==> src/inc/uecd_pkg.sv <==
// Constants, setup layouts and state codes of the ultrasonic echo detector
package uecd_pkg;

  // Data widths
  localparam int ENV_W  = 8;
  localparam int RAW_W  = 10;
  localparam int TEMP_W = 10;
  localparam int NRG_W  = 16;
  localparam int CNT_W  = 10;

  // Noise thresholds by field code
  localparam logic [ENV_W-1:0] NOISE_THR_00 = 8'h10;
  localparam logic [ENV_W-1:0] NOISE_THR_01 = 8'h20;
  localparam logic [ENV_W-1:0] NOISE_THR_10 = 8'h40;
  localparam logic [ENV_W-1:0] NOISE_THR_11 = 8'h80;
  localparam logic [ENV_W-1:0] ATG_NOISE_LEVEL = 8'h80;

  // Debounce and pulse lengths in drive periods
  localparam int DEB_ON_PERIODS      = 3;
  localparam int DEB_OFF_PERIODS     = 16;
  localparam int SHORT_PULSE_PERIODS = 4;

  // Near-range window in envelope samples
  localparam logic [CNT_W-1:0] NF_WINDOW_SAMPLES = 10'h040;

  // Temperature settle delay
  localparam int CLK_MHZ          = 25;
  localparam int TSENS_DEL_US     = 2000;
  localparam int TSENS_DEL_CYCLES = TSENS_DEL_US * CLK_MHZ;

  // Setup write targets
  localparam logic [1:0] SEL_MEAS = 2'h0;
  localparam logic [1:0] SEL_THRA = 2'h1;
  localparam logic [1:0] SEL_THRB = 2'h2;

  // Measurement setup layout, bit 7 downward
  typedef struct packed {
    logic [1:0] spare;
    logic       thr_sel;
    logic       ringing_source_select;
    logic       every_peak_enable;
    logic       first_peak_enable;
    logic [1:0] noise_cfg;
  } uecd_meas_t;

  // Status word seen by status read and status sequence
  typedef struct packed {
    logic noise_during;
    logic noise_before;
    logic wr_ok_thrb;
    logic wr_ok_thra;
    logic wr_ok_meas;
  } uecd_status_t;

  // Reset values
  localparam logic [7:0] MEAS_RESET = 8'h04;
  localparam logic [7:0] THRA_RESET = 8'h40;
  localparam logic [7:0] THRB_RESET = 8'h60;
  localparam logic [7:0] CAL_RESET  = 8'h00;

  // Measurement sequencing
  typedef enum logic [2:0] {
    ST_IDLE  = 3'b001,
    ST_NOISE = 3'b010,
    ST_MEAS  = 3'b100
  } uecd_state_t;

endpackage

==> src/core/uecd_tick_count.sv <==
// Drive-period counter that reports when a fixed count is reached
`timescale 1ns/1ps
`default_nettype none
module uecd_tick_count #(
  parameter int unsigned LIMIT = 3
) (
  // Clock and control
  input  wire logic clk,
  input  wire logic rst,
  input  wire logic ce,
  input  wire logic clear,
  input  wire logic tick,
  // Result
  output logic      done
);
  localparam int W = $clog2(LIMIT + 1);
  localparam logic [W-1:0] LIM = W'(LIMIT);

  logic [W-1:0] cnt_reg;

  // Count ticks while not cleared, saturating at the limit
  always_ff @(posedge clk) begin
    if (rst || (ce && clear)) begin
      cnt_reg <= '0;
    end else if (ce && tick && cnt_reg != LIM) begin
      cnt_reg <= cnt_reg + W'(1);
    end
  end

  assign done = (cnt_reg == LIM);
endmodule
`default_nettype wire

==> src/core/uecd_top.sv <==
// Echo detection, noise checks, setups and temperature readout of the sensor back end
`timescale 1ns/1ps
`default_nettype none
module uecd_top #(
  parameter int unsigned TEMP_DELAY_CYCLES = uecd_pkg::TSENS_DEL_CYCLES
) (
  // Clock, reset, enable
  input  wire logic                            CLOCK,
  input  wire logic                            RESET,
  input  wire logic                            CE,
  // Single IO line, open drain
  input  wire logic                            IO_IN,
  output var  logic                            IO_OUT,
  output var  logic                            IO_OE,
  // Decoded command events from the IO framer
  input  wire logic                            MEAS_START,
  input  wire logic                            MEAS_END,
  input  wire logic                            WAKE,
  // Setup writes from the IO framer, calibration from the cells
  input  wire logic                            SETUP_WR,
  input  wire logic [1:0]                      SETUP_SEL,
  input  wire logic [7:0]                      SETUP_DATA,
  input  wire logic                            SETUP_PARITY_OK,
  input  wire logic [7:0]                      NVM_CAL,
  // Signal path
  input  wire logic                            DRV_TICK,
  input  wire logic                            ENV_VALID,
  input  wire logic [uecd_pkg::ENV_W-1:0]      ENV_FILT,
  input  wire logic [uecd_pkg::RAW_W-1:0]      ENV_RAW,
  input  wire logic [uecd_pkg::ENV_W-1:0]      ATG_LEVEL,
  input  wire logic                            RING_CMP,
  // Temperature converter
  input  wire logic                            TEMP_ADC_VALID,
  input  wire logic [uecd_pkg::TEMP_W-1:0]     TEMP_ADC,
  // Setup contents
  output var  uecd_pkg::uecd_meas_t            MEAS_SETUP,
  output var  logic [7:0]                      THRA_SETUP,
  output var  logic [7:0]                      THRB_SETUP,
  output var  logic [7:0]                      CAL_SETUP,
  // Results
  output var  uecd_pkg::uecd_status_t          STATUS,
  output var  logic [uecd_pkg::NRG_W-1:0]      NF_ENERGY,
  output var  logic [uecd_pkg::CNT_W-1:0]      NF_TCOMP,
  output var  logic [uecd_pkg::TEMP_W-1:0]     TEMP_CODE,
  output var  logic                            TEMP_READY
);

  // ----------------------------------------------------------------
  // Input synchronisers
  // ----------------------------------------------------------------
  logic [1:0] io_sync_reg;
  logic [1:0] cmp_sync_reg;

  // Pin inputs are asynchronous to CLOCK
  always_ff @(posedge CLOCK) begin
    if (RESET) begin
      io_sync_reg  <= 2'b11;
      cmp_sync_reg <= 2'b00;
    end else if (CE) begin
      io_sync_reg  <= {io_sync_reg[0], IO_IN};
      cmp_sync_reg <= {cmp_sync_reg[0], RING_CMP};
    end
  end

  wire io_low   = ~io_sync_reg[1];
  wire ring_cmp = cmp_sync_reg[1];

  // ----------------------------------------------------------------
  // Setup registers
  // ----------------------------------------------------------------
  uecd_pkg::uecd_meas_t meas_reg;
  logic [7:0]           thra_reg;
  logic [7:0]           thrb_reg;
  logic [7:0]           cal_reg;
  logic                 cal_loaded_reg;
  logic [2:0]           wr_ok_reg;

  // Write decode: only parity-clean transfers change a setup
  wire wr_good = SETUP_WR & SETUP_PARITY_OK;
  wire wr_meas = wr_good & (SETUP_SEL == uecd_pkg::SEL_MEAS);
  wire wr_thra = wr_good & (SETUP_SEL == uecd_pkg::SEL_THRA);
  wire wr_thrb = wr_good & (SETUP_SEL == uecd_pkg::SEL_THRB);
  wire wr_any  = SETUP_WR & (SETUP_SEL != 2'h3);

  // Defaults at reset, host overwrites later; all volatile
  always_ff @(posedge CLOCK) begin
    if (RESET) begin
      meas_reg <= uecd_pkg::uecd_meas_t'(uecd_pkg::MEAS_RESET);
      thra_reg <= uecd_pkg::THRA_RESET;
      thrb_reg <= uecd_pkg::THRB_RESET;
      wr_ok_reg <= 3'h0;
    end else if (CE) begin
      if (wr_meas) begin
        meas_reg <= uecd_pkg::uecd_meas_t'(SETUP_DATA);
      end
      if (wr_thra) begin
        thra_reg <= SETUP_DATA;
      end
      if (wr_thrb) begin
        thrb_reg <= SETUP_DATA;
      end
      if (wr_any) begin
        wr_ok_reg[SETUP_SEL] <= SETUP_PARITY_OK;
      end
    end
  end

  // Calibration is fetched from the cells in the first cycle after reset release
  always_ff @(posedge CLOCK) begin
    if (RESET) begin
      cal_reg        <= uecd_pkg::CAL_RESET;
      cal_loaded_reg <= 1'b0;
    end else if (CE && !cal_loaded_reg) begin
      cal_reg        <= NVM_CAL;
      cal_loaded_reg <= 1'b1;
    end
  end

  // ----------------------------------------------------------------
  // Measurement sequencing
  // ----------------------------------------------------------------
  uecd_pkg::uecd_state_t state_reg;
  uecd_pkg::uecd_state_t state_next;

  wire in_idle  = (state_reg == uecd_pkg::ST_IDLE);
  wire in_noise = (state_reg == uecd_pkg::ST_NOISE);
  wire in_meas  = (state_reg == uecd_pkg::ST_MEAS);
  wire meas_end = in_meas & MEAS_END;

  // Host low phase opens the noise window; framer starts the measurement
  always_comb begin
    state_next = state_reg;
    unique case (state_reg)
      uecd_pkg::ST_IDLE: begin
        if (io_low) begin
          state_next = uecd_pkg::ST_NOISE;
        end
      end
      uecd_pkg::ST_NOISE: begin
        if (MEAS_START) begin
          state_next = uecd_pkg::ST_MEAS;
        end else if (!io_low) begin
          state_next = uecd_pkg::ST_IDLE;
        end
      end
      uecd_pkg::ST_MEAS: begin
        if (MEAS_END) begin
          state_next = uecd_pkg::ST_IDLE;
        end
      end
      default: state_next = uecd_pkg::ST_IDLE;
    endcase
  end

  always_ff @(posedge CLOCK) begin
    if (RESET) begin
      state_reg <= uecd_pkg::ST_IDLE;
    end else if (CE) begin
      state_reg <= state_next;
    end
  end

  // ----------------------------------------------------------------
  // Noise checks
  // ----------------------------------------------------------------
  logic noise_pre_reg;
  logic noise_dur_reg;

  // Threshold by field code
  wire [uecd_pkg::ENV_W-1:0] noise_thr =
    (meas_reg.noise_cfg == 2'h0) ? uecd_pkg::NOISE_THR_00 :
    (meas_reg.noise_cfg == 2'h1) ? uecd_pkg::NOISE_THR_01 :
    (meas_reg.noise_cfg == 2'h2) ? uecd_pkg::NOISE_THR_10 : uecd_pkg::NOISE_THR_11;

  // Gained filter output is the compared quantity
  wire noise_hit = in_noise & ENV_VALID & (ENV_FILT > noise_thr);
  wire atg_hit   = in_meas & (ATG_LEVEL >= uecd_pkg::ATG_NOISE_LEVEL);
  wire noise_clr = in_idle & io_low;

  // Running flags; clear only on entry to the noise window, so no set is lost
  always_ff @(posedge CLOCK) begin
    if (RESET) begin
      noise_pre_reg <= 1'b0;
      noise_dur_reg <= 1'b0;
    end else if (CE) begin
      if (noise_hit) begin
        noise_pre_reg <= 1'b1;
      end else if (noise_clr) begin
        noise_pre_reg <= 1'b0;
      end
      if (atg_hit) begin
        noise_dur_reg <= 1'b1;
      end else if (noise_clr) begin
        noise_dur_reg <= 1'b0;
      end
    end
  end

  // ----------------------------------------------------------------
  // Echo detection
  // ----------------------------------------------------------------
  logic                   echo_reg;
  logic                   above_reg;
  logic                   rising_reg;
  logic                   fired_reg;
  logic [uecd_pkg::RAW_W-1:0] raw_prev_reg;
  logic                   ring_done_reg;
  logic                   deb_on_done;
  logic                   deb_off_done;
  logic                   short_done;

  wire [7:0] thr_sel   = meas_reg.thr_sel ? thrb_reg : thra_reg;
  wire       above_now = ENV_FILT > thr_sel;
  wire       every_md  = meas_reg.every_peak_enable;
  wire       first_md  = meas_reg.first_peak_enable & ~every_md;
  wire       peak_md   = every_md | first_md;
  wire       detect_on = in_meas & ring_done_reg;

  // Ungained height finds the maximum even when the filter output saturates
  wire raw_fall = ENV_RAW <= raw_prev_reg;
  wire peak_now = detect_on & ENV_VALID & above_now & rising_reg & raw_fall;

  // Drive-period debounce and short-pulse counters
  uecd_tick_count #(.LIMIT(uecd_pkg::DEB_ON_PERIODS)) u_deb_on (
    .clk  (CLOCK),
    .rst  (RESET),
    .ce   (CE),
    .clear(~(detect_on & above_reg) | echo_reg),
    .tick (DRV_TICK),
    .done (deb_on_done)
  );

  uecd_tick_count #(.LIMIT(uecd_pkg::DEB_OFF_PERIODS)) u_deb_off (
    .clk  (CLOCK),
    .rst  (RESET),
    .ce   (CE),
    .clear(above_reg | ~echo_reg),
    .tick (DRV_TICK),
    .done (deb_off_done)
  );

  uecd_tick_count #(.LIMIT(uecd_pkg::SHORT_PULSE_PERIODS)) u_short (
    .clk  (CLOCK),
    .rst  (RESET),
    .ce   (CE),
    .clear(~(echo_reg & every_md)),
    .tick (DRV_TICK),
    .done (short_done)
  );

  // Next state of the indication for each detection type
  wire width_set = ~peak_md & deb_on_done & ~echo_reg;
  wire width_clr = ~peak_md & deb_off_done;
  wire first_set = first_md & peak_now & ~fired_reg;
  wire first_clr = first_md & ENV_VALID & ~above_now;
  wire every_set = every_md & peak_now;
  wire every_clr = every_md & short_done;
  wire echo_next = detect_on &
                   (width_set | first_set | every_set | (echo_reg & ~(width_clr | first_clr | every_clr)));

  // Sample history for crossing and peak tracking
  always_ff @(posedge CLOCK) begin
    if (RESET || (CE && !in_meas)) begin
      above_reg    <= 1'b0;
      rising_reg   <= 1'b0;
      fired_reg    <= 1'b0;
      raw_prev_reg <= '0;
    end else if (CE && ENV_VALID) begin
      above_reg    <= above_now;
      raw_prev_reg <= ENV_RAW;
      rising_reg   <= (ENV_RAW > raw_prev_reg);
      fired_reg    <= above_now & (fired_reg | first_set);
    end
  end

  // Open-drain drive: low only while an indication stands
  always_ff @(posedge CLOCK) begin
    if (RESET) begin
      echo_reg <= 1'b0;
    end else if (CE) begin
      echo_reg <= echo_next;
    end
  end

  // ----------------------------------------------------------------
  // Ringing end and near-range energy
  // ----------------------------------------------------------------
  logic [uecd_pkg::CNT_W-1:0] samp_cnt_reg;
  logic [uecd_pkg::CNT_W-1:0] ring_time_reg;
  logic [uecd_pkg::NRG_W-1:0] energy_reg;

  // Comparator path bypasses gains and filter
  wire ring_end  = meas_reg.ringing_source_select ? ~ring_cmp : (ENV_VALID & ~above_now);
  wire in_window = samp_cnt_reg < uecd_pkg::NF_WINDOW_SAMPLES;

  // Detection is held off until ringing has died away
  always_ff @(posedge CLOCK) begin
    if (RESET || (CE && !in_meas)) begin
      ring_done_reg <= 1'b0;
      ring_time_reg <= '0;
      samp_cnt_reg  <= '0;
      energy_reg    <= '0;
    end else if (CE) begin
      if (!ring_done_reg && ring_end) begin
        ring_done_reg <= 1'b1;
        ring_time_reg <= samp_cnt_reg;
      end
      if (ENV_VALID && in_window) begin
        samp_cnt_reg <= samp_cnt_reg + uecd_pkg::CNT_W'(1);
        energy_reg   <= energy_reg + uecd_pkg::NRG_W'(ENV_FILT);
      end
    end
  end

  // ----------------------------------------------------------------
  // Temperature readout
  // ----------------------------------------------------------------
  localparam int TW = $clog2(TEMP_DELAY_CYCLES + 1);
  localparam logic [TW-1:0] TEMP_LIM = TW'(TEMP_DELAY_CYCLES);
  logic [TW-1:0] temp_cnt_reg;

  wire temp_ok = (temp_cnt_reg == TEMP_LIM);

  // Settle counter restarts on wake-up
  always_ff @(posedge CLOCK) begin
    if (RESET || (CE && WAKE)) begin
      temp_cnt_reg <= '0;
    end else if (CE && !temp_ok) begin
      temp_cnt_reg <= temp_cnt_reg + TW'(1);
    end
  end

  // ----------------------------------------------------------------
  // Output registers
  // ----------------------------------------------------------------
  // Results latched per measurement serve both status paths
  always_ff @(posedge CLOCK) begin
    if (RESET) begin
      STATUS     <= '0;
      NF_ENERGY  <= '0;
      NF_TCOMP   <= '0;
      TEMP_CODE  <= '0;
      TEMP_READY <= 1'b0;
    end else if (CE) begin
      STATUS.wr_ok_meas <= wr_ok_reg[0];
      STATUS.wr_ok_thra <= wr_ok_reg[1];
      STATUS.wr_ok_thrb <= wr_ok_reg[2];
      if (meas_end) begin
        STATUS.noise_before <= noise_pre_reg;
        STATUS.noise_during <= noise_dur_reg | atg_hit;
        NF_ENERGY           <= energy_reg;
        NF_TCOMP            <= ring_time_reg;
      end
      TEMP_READY <= temp_ok & ~WAKE;
      if (temp_ok && TEMP_ADC_VALID) begin
        TEMP_CODE <= TEMP_ADC;
      end
    end
  end

  // Setup mirrors and the pin drive, all from flip-flops
  always_ff @(posedge CLOCK) begin
    if (RESET) begin
      MEAS_SETUP <= uecd_pkg::uecd_meas_t'(uecd_pkg::MEAS_RESET);
      THRA_SETUP <= uecd_pkg::THRA_RESET;
      THRB_SETUP <= uecd_pkg::THRB_RESET;
      CAL_SETUP  <= uecd_pkg::CAL_RESET;
      IO_OUT     <= 1'b0;
      IO_OE      <= 1'b0;
    end else if (CE) begin
      MEAS_SETUP <= meas_reg;
      THRA_SETUP <= thra_reg;
      THRB_SETUP <= thrb_reg;
      CAL_SETUP  <= cal_reg;
      IO_OUT     <= 1'b0;
      IO_OE      <= echo_next;
    end
  end
endmodule
`default_nettype wire

==> config.mk <==
export PLATFORM = sky130hd
export DESIGN_NAME = uecd_top
export DESIGN_NICKNAME = d
export VERILOG_FILES = /design/src/inc/uecd_pkg.sv /design/src/core/uecd_tick_count.sv /design/src/core/uecd_top.sv
export SDC_FILE = /design/constraint.sdc
export NUM_CORES = 1
export LEC_CHECK = 0
export ABC_AREA = 1
export BUFFER_PORTS_ARGS = -buffer_cell sky130_fd_sc_hd__buf_2
export CORE_ASPECT_RATIO = 1.5
export CORE_MARGIN = 2
export CORE_UTILIZATION = 51
export DETAILED_ROUTE_END_ITERATION = 10
export PLACE_DENSITY = 0.76
export SYNTH_ARGS = -nofsm -noshare
export SYNTH_HDL_FRONTEND = slang
export SYNTH_SLANG_ARGS = --single-unit
==> constraint.sdc <==
create_clock -name CLOCK -period 2.15 [get_ports CLOCK]
set_input_delay 0.215 -clock CLOCK [delete_from_list [all_inputs] [get_ports CLOCK]]
set_output_delay 0.215 -clock CLOCK [all_outputs]
set_load 0.01 [all_outputs]
==> flow_summary.yaml <==
sta:
  finalMaxSlewViolations: 0
  slew_headroom_pct: 41.0
  report.final.hold_viol_count: 0
  timing.setup.tns_ns: -0.00197
  worst_clock_skew_ns: 0.0155
  min_period_ns: 2.15
  period_share_pct: 100
  fmax_mhz: 465
  rsz0062_at_grt: "true"
  setup_ws_ns: -0.00197
  tightest_slew_ns: 0.885
  setup_viol: 1
  whs_ns: 0.0164
power:
  leakage_uw: 0.00455
  switchingPower_uw: 2070
  clkPwrFrac_pct: 40.0
  p_seq_share_pct: 49.8
  p_int_uw: 5590
  switching_share_pct: 27.0
  p_comb_share_pct: 10.1
  pwr_density_cell_nw_per_um2: 737
  ir_drop_v: 0.000534
status:
  status: "finished with violations"
  violations: "setup timing"
yosys:
  synth_most_common_cell: "dfxtp_1"
  async_flop_share_pct: 0
  ys_ff_latch: 196
  synth_area_um2: 8720
  ys_types: 47
  synth_area_leaders: "dfxtp_1 (45%), nor2_1 (8.0%), o21ai_0 (7.2%)"
  synth_nets: 1264
  yosysSeqAreaShare_pct: 45.0
  yosysWarningCount: 0
  synth_edf_count: 0
  synthTopCellsByCount: "dfxtp_1 (196), nor2_1 (186), nand2_1 (156)"
  avgSynthCellArea_um2: 7.53
  synth_top_area_share_pct: 45.0
  synthCells: 1158
  synth_top_area_cell: "dfxtp_1"
  yosys_most_used_dff: "dfxtp_1"
layout:
  area_growth_pct: 19.2
  fillers: 1482
  fin_nets: 1408
  postLayoutCoreUtil_pct: 62.0
  layout-drive-gt1-share_pct: 18.7
  fin_area_um2: 10400
hold_path:
  whs_path_depth: 3
  min_from: "NVM_CAL[3]"
  hold-path-endpoint: "cal_reg[3]"
  hp-class: "in2reg"
setup_path:
  arrival_ns: 2.48
  r2r-end: "ring_time_reg[9]"
  reg2reg_from: "meas_reg[5]"
  worst_ep_required_time_ns: 2.47
  r2r_cells: 16
  end_kind: "flip-flop"
  cp-start-kind: "flip-flop"
  r2r_setup_slack_ns: -0.002
  path_class: "reg2reg"
  worstPathMaxFanout: 8
cts:
  cts_tree: "built"
  cts.path.max_buffers: 2
  cts_made_buffers: 17
  insertion_delay_ns: 0.44
  clock-sinks: 196
  cts_htree_levels: 4
  cts_root_buf: "clkbuf_16"
  clkSlewWorstSetupHoldPaths_ns: 0.08
place:
  gp_congestion: 0.951
  place_area_um2: 9630
  place_hpwl_mm: 14.7
  port_buffers: 134
global_routing:
  grt_max_degree: 57
  antenna_found_initial: 1
  grt_pass1_vias: 7395
  grt_util_all_layers_pct: 22.2
  grt_pass1_wl_mm: 33.2
  grt.overflow.total: 0
drt:
  wirelength_mm: 20.3
  ant_nets: 0
  drc: 0
  dr.pass1.iters: 5
  dr.first_iter.drc_count: 309
  via_per_inst: 5.16
  avgRoutedWirePerCell_um: 13.3
  via_count: 7874
floorplanning:
  rows: 58
  start_util_pct: 52.0
  die_w_um: 111
  pin_count: 143
  core_area_um2: 16800
  die_area_um2: 18200
  dieHeight_um: 164
flow_run:
  cap_violations: 0
metrics by stage:
stage                     std cells  power [uW]  setup WS, ns
after floorplan                1158        4360         0.107
after global placement         1481        4610      -0.00220
after detailed placement       1481        4630       -0.0452
after CTS                      1523        7700        0.0108
after global routing           1526        7960        -0.141
final                          1526        7660      -0.00197
kinds of logic after synthesis:
kind of cell / count (synthesis) / synth area share (%)
mux: 7 / 0.804
flops: 196 / 45.0
buf+inv: 196 / 8.91
simple gates: 430 / 21.1
other cells: 1 / 0.0430
xor+xnor: 15 / 1.51
compound gates: 274 / 16.9
fa+ha+maj: 39 / 5.68
cell type report:
type                            instances  area (um^2)  area share [%]
Tap cell                              210          263            2.53
Sequential cell                       196         3930            37.8
Antenna cell                            1         2.50          0.0241
Timing Repair Buffer                  169          978            9.41
Clock buffer                           19          433            4.17
Multi-Input combinational cell        766         4080            39.3
Inverter                              151          571            5.49
Clock inverter                         13          131            1.26
Timing Repair inverter                  1         5.00          0.0482
layer usage:
layer / part of all wire (%) / up-vias / GRT usage [%]
met3: 4.5 / 39 / 4.91
li1: - / 4060 / -
met4: 2.8 / 0 / 9.55
met1: 41 / 3583 / 24.4
met5: 0 / - / 0
met2: 52 / 192 / 41.1
worst max-delay path, stage by stage, from the launching register on:
cell	delay, ns
dfxtp_2	0.35
buf_6	0.12
mux2i_2	0.21
ha_1	0.27
nand2_1	0.07
nand2_1	0.05
nand2_1	0.05
nand2_1	0.04
nand2_1	0.05
nand2_1	0.05
nand2_2	0.07
inv_2	0.04
o21ai_2	0.18
nand2_4	0.13
buf_8	0.18
o21ai_1	0.12
nor2_1	0.06
layout by cell type, fill, tap and decap left out, types with 8 or more instances in the layout:
master	count
xor2_1	11
nor3_1	16
inv_1	139
inv_2	9
nand3_1	33
ha_1	37
o21ai_0	118
o21ai_2	8
clkbuf_16	17
buf_4	24
nand2_1	151
a21oi_1	109
buf_2	134
nand4_1	15
nor2_1	185
dfxtp_1	194
a211oi_1	12
power groups by stage:
stage / Clock [uW] / Combinational [uW] / Sequential, uW
floorplan: 0 / 456 / 3910
global placement: 0 / 718 / 3900
detailed placement: 0 / 735 / 3900
CTS: 3130 / 756 / 3810
global route: 3260 / 874 / 3830
finish: 3060 / 777 / 3820
repair_timing:
action                     4_1_cts  5_1_grt
hold endpoints to repair         7        0
hold buffers                     7        0
pin swaps                        0        5
cloned                           0        1
setup buffers                    3        2
setup endpoints to repair       10       14
gates resized for setup          3       36
worst max-delay path by stage:
stage                     start                to  depth (start not counted)
floorplan           meas_reg[5]  ring_time_reg[5]                         14
global placement    meas_reg[5]  ring_time_reg[8]                         15
detailed placement  meas_reg[5]  ring_time_reg[8]                         14
CTS                 meas_reg[5]  ring_time_reg[9]                         13
global route        meas_reg[5]  ring_time_reg[2]                         16
finish              meas_reg[5]  ring_time_reg[9]                         16
(Power assumes the default switching activity.)
